===== config.mk =====
export PLATFORM = sky130hd
export DESIGN_NAME = snv_nv_config
export DESIGN_NICKNAME = d
export VERILOG_FILES = /design/src/snv_pkg.sv /design/src/snv_nv_config.sv
export SDC_FILE = /design/constraint.sdc
export NUM_CORES = 1
export LEC_CHECK = 0
export BUFFER_PORTS_ARGS = -buffer_cell sky130_fd_sc_hd__buf_2
export CORE_MARGIN = 2
export CORE_UTILIZATION = 63
export CTS_CLUSTER_DIAMETER = 40
export DETAILED_ROUTE_END_ITERATION = 16
export PLACE_DENSITY = 0.84
export SYNTH_ARGS = -nofsm -noshare
export SYNTH_HDL_FRONTEND = slang
export SYNTH_SLANG_ARGS = --single-unit

===== constraint.sdc =====
create_clock -name ref_clk -period 9.3 [get_ports ref_clk]
set_input_delay 0.93 -clock ref_clk [delete_from_list [all_inputs] [get_ports ref_clk]]
set_output_delay 0.93 -clock ref_clk [all_outputs]
set_load 0.1 [all_outputs]

===== src/snv_pkg.sv =====
// Register map, field positions, reset values and timing constants.
package snv_pkg;

  // ----------------------------------------------------------------
  // Clock and timing
  // ----------------------------------------------------------------
  localparam int unsigned CLK_PERIOD_NS      = 100;
  localparam int unsigned RESTORE_DELAY_US   = 1000;
  localparam int unsigned PROGRAM_TIME_US    = 500;
  localparam int unsigned RESTORE_CYCLES     =
    (RESTORE_DELAY_US * 1000 + CLK_PERIOD_NS - 1) / CLK_PERIOD_NS;
  localparam int unsigned PROGRAM_CYCLES     =
    (PROGRAM_TIME_US * 1000 + CLK_PERIOD_NS - 1) / CLK_PERIOD_NS;
  localparam int unsigned TIMER_W            = 16;

  // ----------------------------------------------------------------
  // Register addresses
  // ----------------------------------------------------------------
  localparam int unsigned ADDR_W             = 7;
  localparam logic [6:0]  ADDR_SYS_CAP_EN    = 7'h04;
  localparam logic [6:0]  ADDR_SUP_CAP_EN    = 7'h1C;
  localparam logic [6:0]  ADDR_TRX_CAP_EN    = 7'h23;
  localparam logic [6:0]  ADDR_SUP_FLAGS     = 7'h62;
  localparam logic [6:0]  ADDR_TRX_FLAGS     = 7'h63;
  localparam logic [6:0]  ADDR_NV_STATUS     = 7'h70;
  localparam logic [6:0]  ADDR_NV_STARTUP    = 7'h73;
  localparam logic [6:0]  ADDR_NV_CONFIG     = 7'h74;
  localparam logic [6:0]  ADDR_NV_CHECKSUM   = 7'h75;
  localparam logic [6:0]  ADDR_IDENTITY      = 7'h7E;

  // ----------------------------------------------------------------
  // Field positions, masks and reset values
  // ----------------------------------------------------------------
  localparam int unsigned BIT_OVERTEMP_EN    = 2;
  localparam int unsigned BIT_SERIAL_EN      = 1;
  localparam int unsigned BIT_UNDERVOLT      = 0;
  localparam int unsigned BIT_SILENCE        = 4;
  localparam int unsigned BIT_FAILURE        = 1;
  localparam int unsigned BIT_WAKEUP         = 0;
  localparam int unsigned BIT_FORCED_CFG     = 3;
  localparam int unsigned BIT_PROG_ERROR     = 1;
  localparam int unsigned BIT_PROG_READY     = 0;
  localparam int unsigned CNT_LSB            = 2;
  localparam int unsigned CNT_W              = 6;
  localparam logic [7:0]  SYS_CAP_MASK       = 8'h06;
  localparam logic [7:0]  SUP_MASK           = 8'h01;
  localparam logic [7:0]  TRX_MASK           = 8'h13;
  localparam logic [7:0]  CAP_EN_RESET       = 8'h00;
  localparam logic [7:0]  FLAGS_RESET        = 8'h00;
  localparam logic [5:0]  CNT_RESET          = 6'h00;
  localparam logic [5:0]  CNT_MAX            = 6'h3F;
  localparam logic [7:0]  FACTORY_STARTUP    = 8'h00;
  localparam logic [7:0]  FACTORY_CONFIG     = 8'h08;
  localparam logic [7:0]  IDENTITY_DEFAULT   = 8'h5A;

  // ----------------------------------------------------------------
  // Checksum
  // ----------------------------------------------------------------
  localparam logic [7:0]  CRC_POLY           = 8'h2F;
  localparam logic [7:0]  CRC_INIT           = 8'hFF;
  localparam logic [7:0]  CRC_XOROUT         = 8'hFF;

  // ----------------------------------------------------------------
  // Synchronised pin inputs
  // ----------------------------------------------------------------
  localparam int unsigned SYNC_W             = 9;
  localparam int unsigned IN_UNDERVOLT       = 0;
  localparam int unsigned IN_SILENCE         = 1;
  localparam int unsigned IN_FAILURE         = 2;
  localparam int unsigned IN_WAKEUP          = 3;
  localparam int unsigned IN_OFFLINE         = 4;
  localparam int unsigned IN_RESET_OUT_PIN_LOW        = 5;
  localparam int unsigned IN_CANH_HIGH       = 6;
  localparam int unsigned IN_CANL_LOW        = 7;
  localparam int unsigned IN_POWER_UP        = 8;

  typedef enum logic [1:0] {ST_IDLE, ST_PROGRAM, ST_RESTORE} snv_state_t;

endpackage : snv_pkg


===== src/snv_nv_config.sv =====
// Event flags, capture enables and reprogrammable configuration store.
// ------------------------------------------------------------------
// Functional notes
// - Supply flag bit0 captures undervoltage, sticky
// - Transceiver flags: silence 4, failure 1, wake 0
// - Wake flag set only while transceiver offline
// - System enables: overtemp bit2, serial bit1
// - Supply enable at 1Ch, undervoltage bit0
// - Transceiver enables at 23h: bits 4,1,0
// - Configuration cells at 73h and 74h
// - Program only in forced mode, factory state
// - Forced mode follows stored forced-mode bit
// - Checksum write at 75h starts, mismatch aborts
// - Successful programming issues system reset
// - Cells read zero while programming
// - Successful programming locks further cell writes
// - Six-bit counter at 70h, saturating
// - Status: error bit1, ready bit0
// - CRC8 poly 2Fh, init FFh, inverted
// - CRC over 73h then 74h, MSB first
// - Pin pattern at power-up restores presets
// - Receive output held high during restore
// - Identity byte at 7Eh read-only
// - Lock blocks serial writes, not hardware updates
// - Write one clears flag, zero keeps
// - Flag set only while capture enabled
// ------------------------------------------------------------------
`timescale 1ns/1ns

module snv_nv_config #(
  parameter int unsigned RESTORE_CYC     = snv_pkg::RESTORE_CYCLES,
  parameter int unsigned PROGRAM_CYC     = snv_pkg::PROGRAM_CYCLES,
  parameter logic [7:0]  FACTORY_STARTUP = snv_pkg::FACTORY_STARTUP,
  parameter logic [7:0]  FACTORY_CONFIG  = snv_pkg::FACTORY_CONFIG,
  // Identity value is arbitrary.
  parameter logic [7:0]  IDENTITY_CODE   = snv_pkg::IDENTITY_DEFAULT
) (
  // Clock and reset
  input  wire logic                         ref_clk,
  input  wire logic                         resetn,
  // Register access from the serial frame logic
  input  wire logic                         regWrStb,
  input  wire logic                         regRdStb,
  input  wire logic [snv_pkg::ADDR_W-1:0]   regAddr,
  input  wire logic [7:0]                   regWrData,
  output logic      [7:0]                   regRdData,
  // Context from neighbouring logic
  input  wire logic                         forcedDefaultMode,
  input  wire logic                         lockRegulatorArea,
  input  wire logic                         lockTransceiverArea,
  input  wire logic                         cellWriteFault,
  // Analog event and pin inputs
  input  wire logic                         regulatorUndervolt,
  input  wire logic                         busSilence,
  input  wire logic                         transceiverFailure,
  input  wire logic                         busWakeup,
  input  wire logic                         transceiverOffline,
  input  wire logic                         resetOutPinLow,
  input  wire logic                         canhAtBattery,
  input  wire logic                         canlAtGround,
  input  wire logic                         powerUpPhase,
  // Configuration and control outputs
  output logic                              overtempWarnCaptureEn,
  output logic                              serialFailureCaptureEn,
  output logic                              forcedDefaultModeCfg,
  output logic      [7:0]                   startupCfg,
  output logic      [7:0]                   deviceCfg,
  output logic                              systemResetReq,
  output logic                              receiveDataForceHigh,
  output logic                              programBusy
);
  import snv_pkg::*;

  // ----------------------------------------------------------------
  // Reset release and input synchronisers
  // ----------------------------------------------------------------
  logic              rstA_ff;
  logic              reset_out_pin;
  logic [SYNC_W-1:0] syncA_ff;
  logic [SYNC_W-1:0] syncB_ff;
  logic [SYNC_W-1:0] rawIn;

  always_ff @(posedge ref_clk or negedge resetn)
  begin
    if (!resetn)
    begin
      rstA_ff <= 1'b0;
      reset_out_pin    <= 1'b0;
    end
    else
    begin
      rstA_ff <= 1'b1;
      reset_out_pin    <= rstA_ff;
    end
  end

  assign rawIn = {powerUpPhase, canlAtGround, canhAtBattery, resetOutPinLow,
                  transceiverOffline, busWakeup, transceiverFailure,
                  busSilence, regulatorUndervolt};

  always_ff @(posedge ref_clk or negedge reset_out_pin)
  begin
    if (!reset_out_pin)
    begin
      syncA_ff <= '0;
      syncB_ff <= '0;
    end
    else
    begin
      syncA_ff <= rawIn;
      syncB_ff <= syncA_ff;
    end
  end

  // ----------------------------------------------------------------
  // Checksum over the two staged bytes
  // ----------------------------------------------------------------
  function automatic logic [7:0] snv_crc8(input logic [7:0] b0,
                                          input logic [7:0] b1);
    logic [7:0] c;
    c = CRC_INIT;
    for (int i = 0; i < 2; i++)
    begin
      c = c ^ ((i == 0) ? b0 : b1);
      for (int j = 0; j < 8; j++)
        c = c[7] ? ({c[6:0], 1'b0} ^ CRC_POLY) : {c[6:0], 1'b0};
    end
    return c ^ CRC_XOROUT;
  endfunction : snv_crc8

  // ----------------------------------------------------------------
  // State and register storage
  // ----------------------------------------------------------------
  snv_state_t         state_ff;
  snv_state_t         nxt_state;
  logic [TIMER_W-1:0] timer_ff;
  logic [TIMER_W-1:0] nxt_timer;
  logic [7:0]         sysCapEn_ff;
  logic [7:0]         supCapEn_ff;
  logic [7:0]         trxCapEn_ff;
  logic [7:0]         supFlags_ff;
  logic [7:0]         trxFlags_ff;
  logic [7:0]         cellStartup_ff;
  logic [7:0]         cellConfig_ff;
  logic [7:0]         stageStartup_ff;
  logic [7:0]         stageConfig_ff;
  logic [7:0]         checksum_ff;
  logic [CNT_W-1:0]   writeCount_ff;
  logic               progError_ff;
  logic               progReady_ff;
  logic               restoreDone_ff;
  logic [7:0]         nxt_rdData;

  // ----------------------------------------------------------------
  // Address decode
  // ----------------------------------------------------------------
  wire idle       = (state_ff == ST_IDLE);
  wire nvWriteOk  = idle && forcedDefaultMode && progReady_ff;
  wire wrSysCap   = regWrStb && (regAddr == ADDR_SYS_CAP_EN);
  wire wrSupCap   = regWrStb && (regAddr == ADDR_SUP_CAP_EN)
                    && !lockRegulatorArea;
  wire wrTrxCap   = regWrStb && (regAddr == ADDR_TRX_CAP_EN)
                    && !lockTransceiverArea;
  wire wrSupFlags = regWrStb && (regAddr == ADDR_SUP_FLAGS);
  wire wrTrxFlags = regWrStb && (regAddr == ADDR_TRX_FLAGS);
  wire wrStartup  = regWrStb && (regAddr == ADDR_NV_STARTUP) && nvWriteOk;
  wire wrConfig   = regWrStb && (regAddr == ADDR_NV_CONFIG) && nvWriteOk;
  wire wrChecksum = regWrStb && (regAddr == ADDR_NV_CHECKSUM) && nvWriteOk;
  wire crcMatch   = (regWrData == snv_crc8(stageStartup_ff, stageConfig_ff));
  wire progStart  = wrChecksum && crcMatch;

  // ----------------------------------------------------------------
  // Event capture
  // ----------------------------------------------------------------
  // The set term is ORed in after the clear so a coincident event wins.
  wire [7:0] supSet = {7'h00, syncB_ff[IN_UNDERVOLT]
                       & supCapEn_ff[BIT_UNDERVOLT]};
  wire [7:0] trxSet = {3'h0, syncB_ff[IN_SILENCE] & trxCapEn_ff[BIT_SILENCE],
                       2'h0, syncB_ff[IN_FAILURE] & trxCapEn_ff[BIT_FAILURE],
                       syncB_ff[IN_WAKEUP] & syncB_ff[IN_OFFLINE]
                       & trxCapEn_ff[BIT_WAKEUP]};
  wire [7:0] supClr = wrSupFlags ? (regWrData & SUP_MASK) : 8'h00;
  wire [7:0] trxClr = wrTrxFlags ? (regWrData & TRX_MASK) : 8'h00;
  wire [7:0] nxt_supFlags = (supFlags_ff & ~supClr) | supSet;
  wire [7:0] nxt_trxFlags = (trxFlags_ff & ~trxClr) | trxSet;

  // ----------------------------------------------------------------
  // Sequencer for programming and preset restore
  // ----------------------------------------------------------------
  wire restoreCond = syncB_ff[IN_POWER_UP] && syncB_ff[IN_RESET_OUT_PIN_LOW]
                     && syncB_ff[IN_CANH_HIGH] && syncB_ff[IN_CANL_LOW]
                     && !restoreDone_ff;
  wire timerEnd    = (state_ff == ST_PROGRAM)
                     ? (timer_ff == TIMER_W'(PROGRAM_CYC - 1))
                     : (timer_ff == TIMER_W'(RESTORE_CYC - 1));
  wire progDone    = (state_ff == ST_PROGRAM) && timerEnd;
  wire restoreGo   = idle && restoreCond && timerEnd;
  wire restoreEnd  = (state_ff == ST_RESTORE)
                     && (timer_ff == TIMER_W'(PROGRAM_CYC - 1));
  wire progOk      = progDone && !cellWriteFault;
  wire [CNT_W-1:0] cntInc = (writeCount_ff == CNT_MAX) ? CNT_MAX
                            : writeCount_ff + 1'b1;

  always_comb
  begin
    nxt_state = state_ff;
    nxt_timer = timer_ff + 1'b1;
    case (state_ff)
      ST_IDLE:
      begin
        if (progStart)
        begin
          nxt_state = ST_PROGRAM;
          nxt_timer = '0;
        end
        else if (restoreGo)
        begin
          nxt_state = ST_RESTORE;
          nxt_timer = '0;
        end
        else if (!restoreCond)
          nxt_timer = '0;
      end
      ST_PROGRAM:
      begin
        if (progDone)
        begin
          nxt_state = ST_IDLE;
          nxt_timer = '0;
        end
      end
      ST_RESTORE:
      begin
        if (restoreEnd)
        begin
          nxt_state = ST_IDLE;
          nxt_timer = '0;
        end
      end
      default:
      begin
        nxt_state = ST_IDLE;
        nxt_timer = '0;
      end
    endcase
  end

  // ----------------------------------------------------------------
  // Read path
  // ----------------------------------------------------------------
  // Cell bytes read zero while the store is busy; the array is not
  // readable during a write cycle.
  always_comb
  begin
    case (regAddr)
      ADDR_SYS_CAP_EN:  nxt_rdData = sysCapEn_ff;
      ADDR_SUP_CAP_EN:  nxt_rdData = supCapEn_ff;
      ADDR_TRX_CAP_EN:  nxt_rdData = trxCapEn_ff;
      ADDR_SUP_FLAGS:   nxt_rdData = supFlags_ff;
      ADDR_TRX_FLAGS:   nxt_rdData = trxFlags_ff;
      ADDR_NV_STATUS:   nxt_rdData = {writeCount_ff, progError_ff,
                                      progReady_ff};
      ADDR_NV_STARTUP:  nxt_rdData = idle ? stageStartup_ff : 8'h00;
      ADDR_NV_CONFIG:   nxt_rdData = idle ? stageConfig_ff : 8'h00;
      ADDR_NV_CHECKSUM: nxt_rdData = checksum_ff;
      ADDR_IDENTITY:    nxt_rdData = IDENTITY_CODE;
      default:          nxt_rdData = 8'h00;
    endcase
  end

  // ----------------------------------------------------------------
  // Registers
  // ----------------------------------------------------------------
  always_ff @(posedge ref_clk or negedge reset_out_pin)
  begin
    if (!reset_out_pin)
    begin
      state_ff    <= ST_IDLE;
      timer_ff    <= '0;
      regRdData   <= 8'h00;
      sysCapEn_ff <= CAP_EN_RESET;
      supCapEn_ff <= CAP_EN_RESET;
      trxCapEn_ff <= CAP_EN_RESET;
      supFlags_ff <= FLAGS_RESET;
      trxFlags_ff <= FLAGS_RESET;
      checksum_ff <= 8'h00;
    end
    else
    begin
      state_ff    <= nxt_state;
      timer_ff    <= nxt_timer;
      regRdData   <= regRdStb ? nxt_rdData : regRdData;
      sysCapEn_ff <= wrSysCap ? (regWrData & SYS_CAP_MASK) : sysCapEn_ff;
      supCapEn_ff <= wrSupCap ? (regWrData & SUP_MASK) : supCapEn_ff;
      trxCapEn_ff <= wrTrxCap ? (regWrData & TRX_MASK) : trxCapEn_ff;
      supFlags_ff <= nxt_supFlags;
      trxFlags_ff <= nxt_trxFlags;
      checksum_ff <= wrChecksum ? regWrData : checksum_ff;
    end
  end

  // Cell contents only change at the end of a program or restore cycle; a cell fault leaves
  // the old values and reports the error instead.
  always_ff @(posedge ref_clk or negedge reset_out_pin)
  begin
    if (!reset_out_pin)
    begin
      cellStartup_ff  <= FACTORY_STARTUP;
      cellConfig_ff   <= FACTORY_CONFIG;
      stageStartup_ff <= FACTORY_STARTUP;
      stageConfig_ff  <= FACTORY_CONFIG;
      writeCount_ff   <= CNT_RESET;
      progError_ff    <= 1'b0;
      progReady_ff    <= 1'b1;
      restoreDone_ff  <= 1'b0;
    end
    else if (progDone)
    begin
      cellStartup_ff <= progOk ? stageStartup_ff : cellStartup_ff;
      cellConfig_ff  <= progOk ? stageConfig_ff : cellConfig_ff;
      writeCount_ff  <= cntInc;
      progError_ff   <= cellWriteFault;
      progReady_ff   <= !progOk;
    end
    else if (restoreEnd)
    begin
      cellStartup_ff  <= FACTORY_STARTUP;
      cellConfig_ff   <= FACTORY_CONFIG;
      stageStartup_ff <= FACTORY_STARTUP;
      stageConfig_ff  <= FACTORY_CONFIG;
      writeCount_ff   <= cntInc;
      progError_ff    <= 1'b0;
      progReady_ff    <= 1'b1;
      restoreDone_ff  <= 1'b1;
    end
    else
    begin
      stageStartup_ff <= wrStartup ? regWrData : stageStartup_ff;
      stageConfig_ff  <= wrConfig ? regWrData : stageConfig_ff;
    end
  end

  // ----------------------------------------------------------------
  // Outputs
  // ----------------------------------------------------------------
  always_ff @(posedge ref_clk or negedge reset_out_pin)
  begin
    if (!reset_out_pin)
    begin
      overtempWarnCaptureEn  <= 1'b0;
      serialFailureCaptureEn <= 1'b0;
      forcedDefaultModeCfg   <= FACTORY_CONFIG[BIT_FORCED_CFG];
      startupCfg             <= FACTORY_STARTUP;
      deviceCfg              <= FACTORY_CONFIG;
      systemResetReq         <= 1'b0;
      receiveDataForceHigh   <= 1'b0;
      programBusy            <= 1'b0;
    end
    else
    begin
      overtempWarnCaptureEn  <= sysCapEn_ff[BIT_OVERTEMP_EN];
      serialFailureCaptureEn <= sysCapEn_ff[BIT_SERIAL_EN];
      forcedDefaultModeCfg   <= cellConfig_ff[BIT_FORCED_CFG];
      startupCfg             <= cellStartup_ff;
      deviceCfg              <= cellConfig_ff;
      systemResetReq         <= progOk || restoreEnd;
      receiveDataForceHigh   <= (nxt_state == ST_RESTORE);
      programBusy            <= (nxt_state == ST_PROGRAM);
    end
  end
endmodule : snv_nv_config


==> flow_summary.toml <==
[status]
status = "completed"

[layout]
finalNonFillerCells = 764
drive_gt1_share_pct = 20.8
fin_area_mm2 = 0.00697
nets = 656
antenna_cells = 0
syn2layout_area_growth_pct = 15.0

[sta]
worst_pin_slew_ns = 1.05
finalCritPeriodShare_pct = 36.7
skew_ns = 0.0118
finalSetupTns_ns = 0
hold_viol = 0
rsz0062_at_grt = "no"
slew_viol_final = 0
hold_ws_ns = 0.178
max_freq_mhz = 293
finalSetupViolations = 0
min_period_ns = 3.42
max_slew_margin_pct = 29.3
layout_setup_ws_ns = 5.88

[critical_path]
critPathCaptureType = "flip-flop"
cp_max_fo = 31
path_cells = "ha_1, nand4b_1, nor4_1, nor2b_1, nand3b_1, o21a_1, o31ai_1"
arrival_ns = 3.81
required_ns = 9.69
worstSetupStartpointType = "flip-flop"
critical_path_class = "reg2reg"
worst_path_max_delay_cell = "nand3b_1"
cp-startpoint = "timer_ff[0]"
worstReg2RegStart = "timer_ff[0]"
slowest_delay_ns = 0.67

[floorplanning]
die_w_um = 102
coreArea_mm2 = 0.00928
die-area_mm2 = 0.0104
die_h_um = 102
initial_core_util_pct = 65.3
row_count = 35
pin_count = 62

[place]
dp.cells = 732
dp_hpwl_um = 9450
place_congestion = 0.909
dp_slack_ns = 5.82
dpl_cell_area_mm2 = 0.00637
io_buffers = 61

[clock_network]
cts_buffers = 17
cts.clk_slew.worst_paths_ns = 0.06
hold_buffers = 0
htreeDepth = 4
clock_sinks = 126
clk_latency_ns = 0.53
ctsResizeCount = 0
ctsLongestPathBuffers = 2
cts_tree = "done"
postCtsSetupRepairBufs = 0
clk_root_buffer_cell = "clkbuf_8"

[global_routing]
grt_pass1_wl_um = 23400
grt_util_all_layers_pct = 29.6
grt_remaining_overflow = 0
grt_pass1_vias = 4798
antenna_found_initial = 0
grt_max_degree = 82

[power_and_ir_drop]
peakVddDrop_mv = 0.127
power_density_mw_per_mm2 = 187
power_leakage_uw = 0.00303

[yosys]
synth_most_common_cell = "dfrtp_1"
synth_edf_count = 0
synth_fp_nets = 605
synth_top_area_share_pct = 50.4
synth_cell_types = 61
synthCells = 571
ys_top_cells_by_count = "dfrtp_1, nand2_1, nand3_1"
synth_area_leader_cell = "dfrtp_1"
synth.area.top_cells = "dfrtp_1, xnor2_1, nand2_1"
yosysSeqAreaShare_pct = 52.1
ys_warn_count = 0
ys_seq_elements = 126
syn_area_mm2 = 0.00606
dominantRegCellSynth = "dfrtp_1"
avgSynthCellArea_um2 = 10.6
async_flop_share_pct = 100

[run]
cap_violations = 0

[worst_hold_path]
holdCritPathClass = "in2async"

[drt]
drt_iter0_drc = 356
vias = 4773
wl_per_cell_um = 18.7
wl_um = 14300
drt_first_pass_iters = 6
drtAntennaViolNets = 0
drc = 0
via_per_inst = 6.25
[per-stage QoR]
step,utilization [%],total power (uW)
after floorplan,-,615
after global placement,68.6,634
after detailed placement,68.6,637
after CTS,75.1,1310
after global routing,75.1,1340
final,75.1,1310
[flip-flops by register name, summed over array words and instances, names as in the netlist, 3 cells and up]
name / count
cellConfig_ff: 8
regRdData: 8
timer_ff: 16
writeCount_ff: 6
trxFlags_ff: 3
startupCfg: 8
trxCapEn_ff: 3
deviceCfg: 8
checksum_ff: 8
syncA_ff: 9
syncB_ff: 9
stageConfig_ff: 8
cellStartup_ff: 8
stageStartup_ff: 8
[layer usage]
layer | GRT usage, % | routed length [um] | up-vias
li1 | - | - | 2136
met1 | 38.9 | 5770 | 2343
met2 | 47.1 | 6990 | 248
met3 | 6.43 | 1090 | 46
met4 | 14.7 | 461 | 0
met5 | 0 | 0 | -
[cell type report]
cell class	instances	area (um2)
fillers	663	2310
flip-flops and latches	126	3160
inverters	28	105
well taps	129	161
clock buffers	18	418
repair buffers	62	313
multi-input cells	387	2630
clock inverters	14	180
[worst max-delay path, delay by kind of cell (launching register included)]
family                   cells  cell delay (ns)
AND/OR/NAND/NOR              4             1.52
flip-flops                   1             0.42
adder cells (fa/ha/maj)      1             0.23
AO/OA/AOI/OAI                2             1.11
[where the power goes]
part	switching, uW	internal [uW]	leakage (uW)
sequential	11.7	562	0.00153
combinational	36.5	18.5	0.00121
clock	264	413	0.000287
total	312	994	0.00303
[logic make-up after synthesis]
logic type	share of synthesized area, %
buffers and inverters	4.48
AOI/OAI and AO/OA	12.8
other	0.0619
and+or+nand+nor	16.2
adders and majority gates	0.413
DFF	52.1
muxes	3.32
xor gates and xnor gates	10.5
[path summary, 6_finish.rpt]
path	endpoint	slack, ns	cells past startpoint
worst min register to register	syncA_ff[5]	0.33	0
max in group asynchronous	checksum_ff[3]	7.56	1
worst min-delay path	reset_out_pin	0.18	1
worst max register to register	cellStartup_ff[4]	5.88	7
min in group ref_clk	syncB_ff[6]	0.35	0
worst max-delay path	cellStartup_ff[4]	5.88	7
[layout by cell type, fill, tap and decap left out, types with 3 or more instances in the layout]
cell type / count
a21oi_1: 16
a221oi_1: 6
a22o_1: 12
a31oi_1: 5
and3_1: 9
buf_2: 61
bufinv_16: 3
clkbuf_16: 16
clkinv_4: 3
dfrtp_1: 121
dfstp_2: 4
inv_1: 28
inv_6: 5
mux2_2: 17
nand2_1: 56
nand2b_1: 7
nand3_1: 37
nand4_1: 7
nor2_1: 29
nor2b_1: 7
nor3_1: 14
nor4_1: 7
o211ai_1: 11
o21ai_0: 23
o22ai_1: 8
o31ai_1: 19
or2_2: 4
xnor2_1: 36
xnor3_1: 5
xnor3_2: 3
xor2_1: 11
No activity file was read; power rests on OpenSTA's default activity.
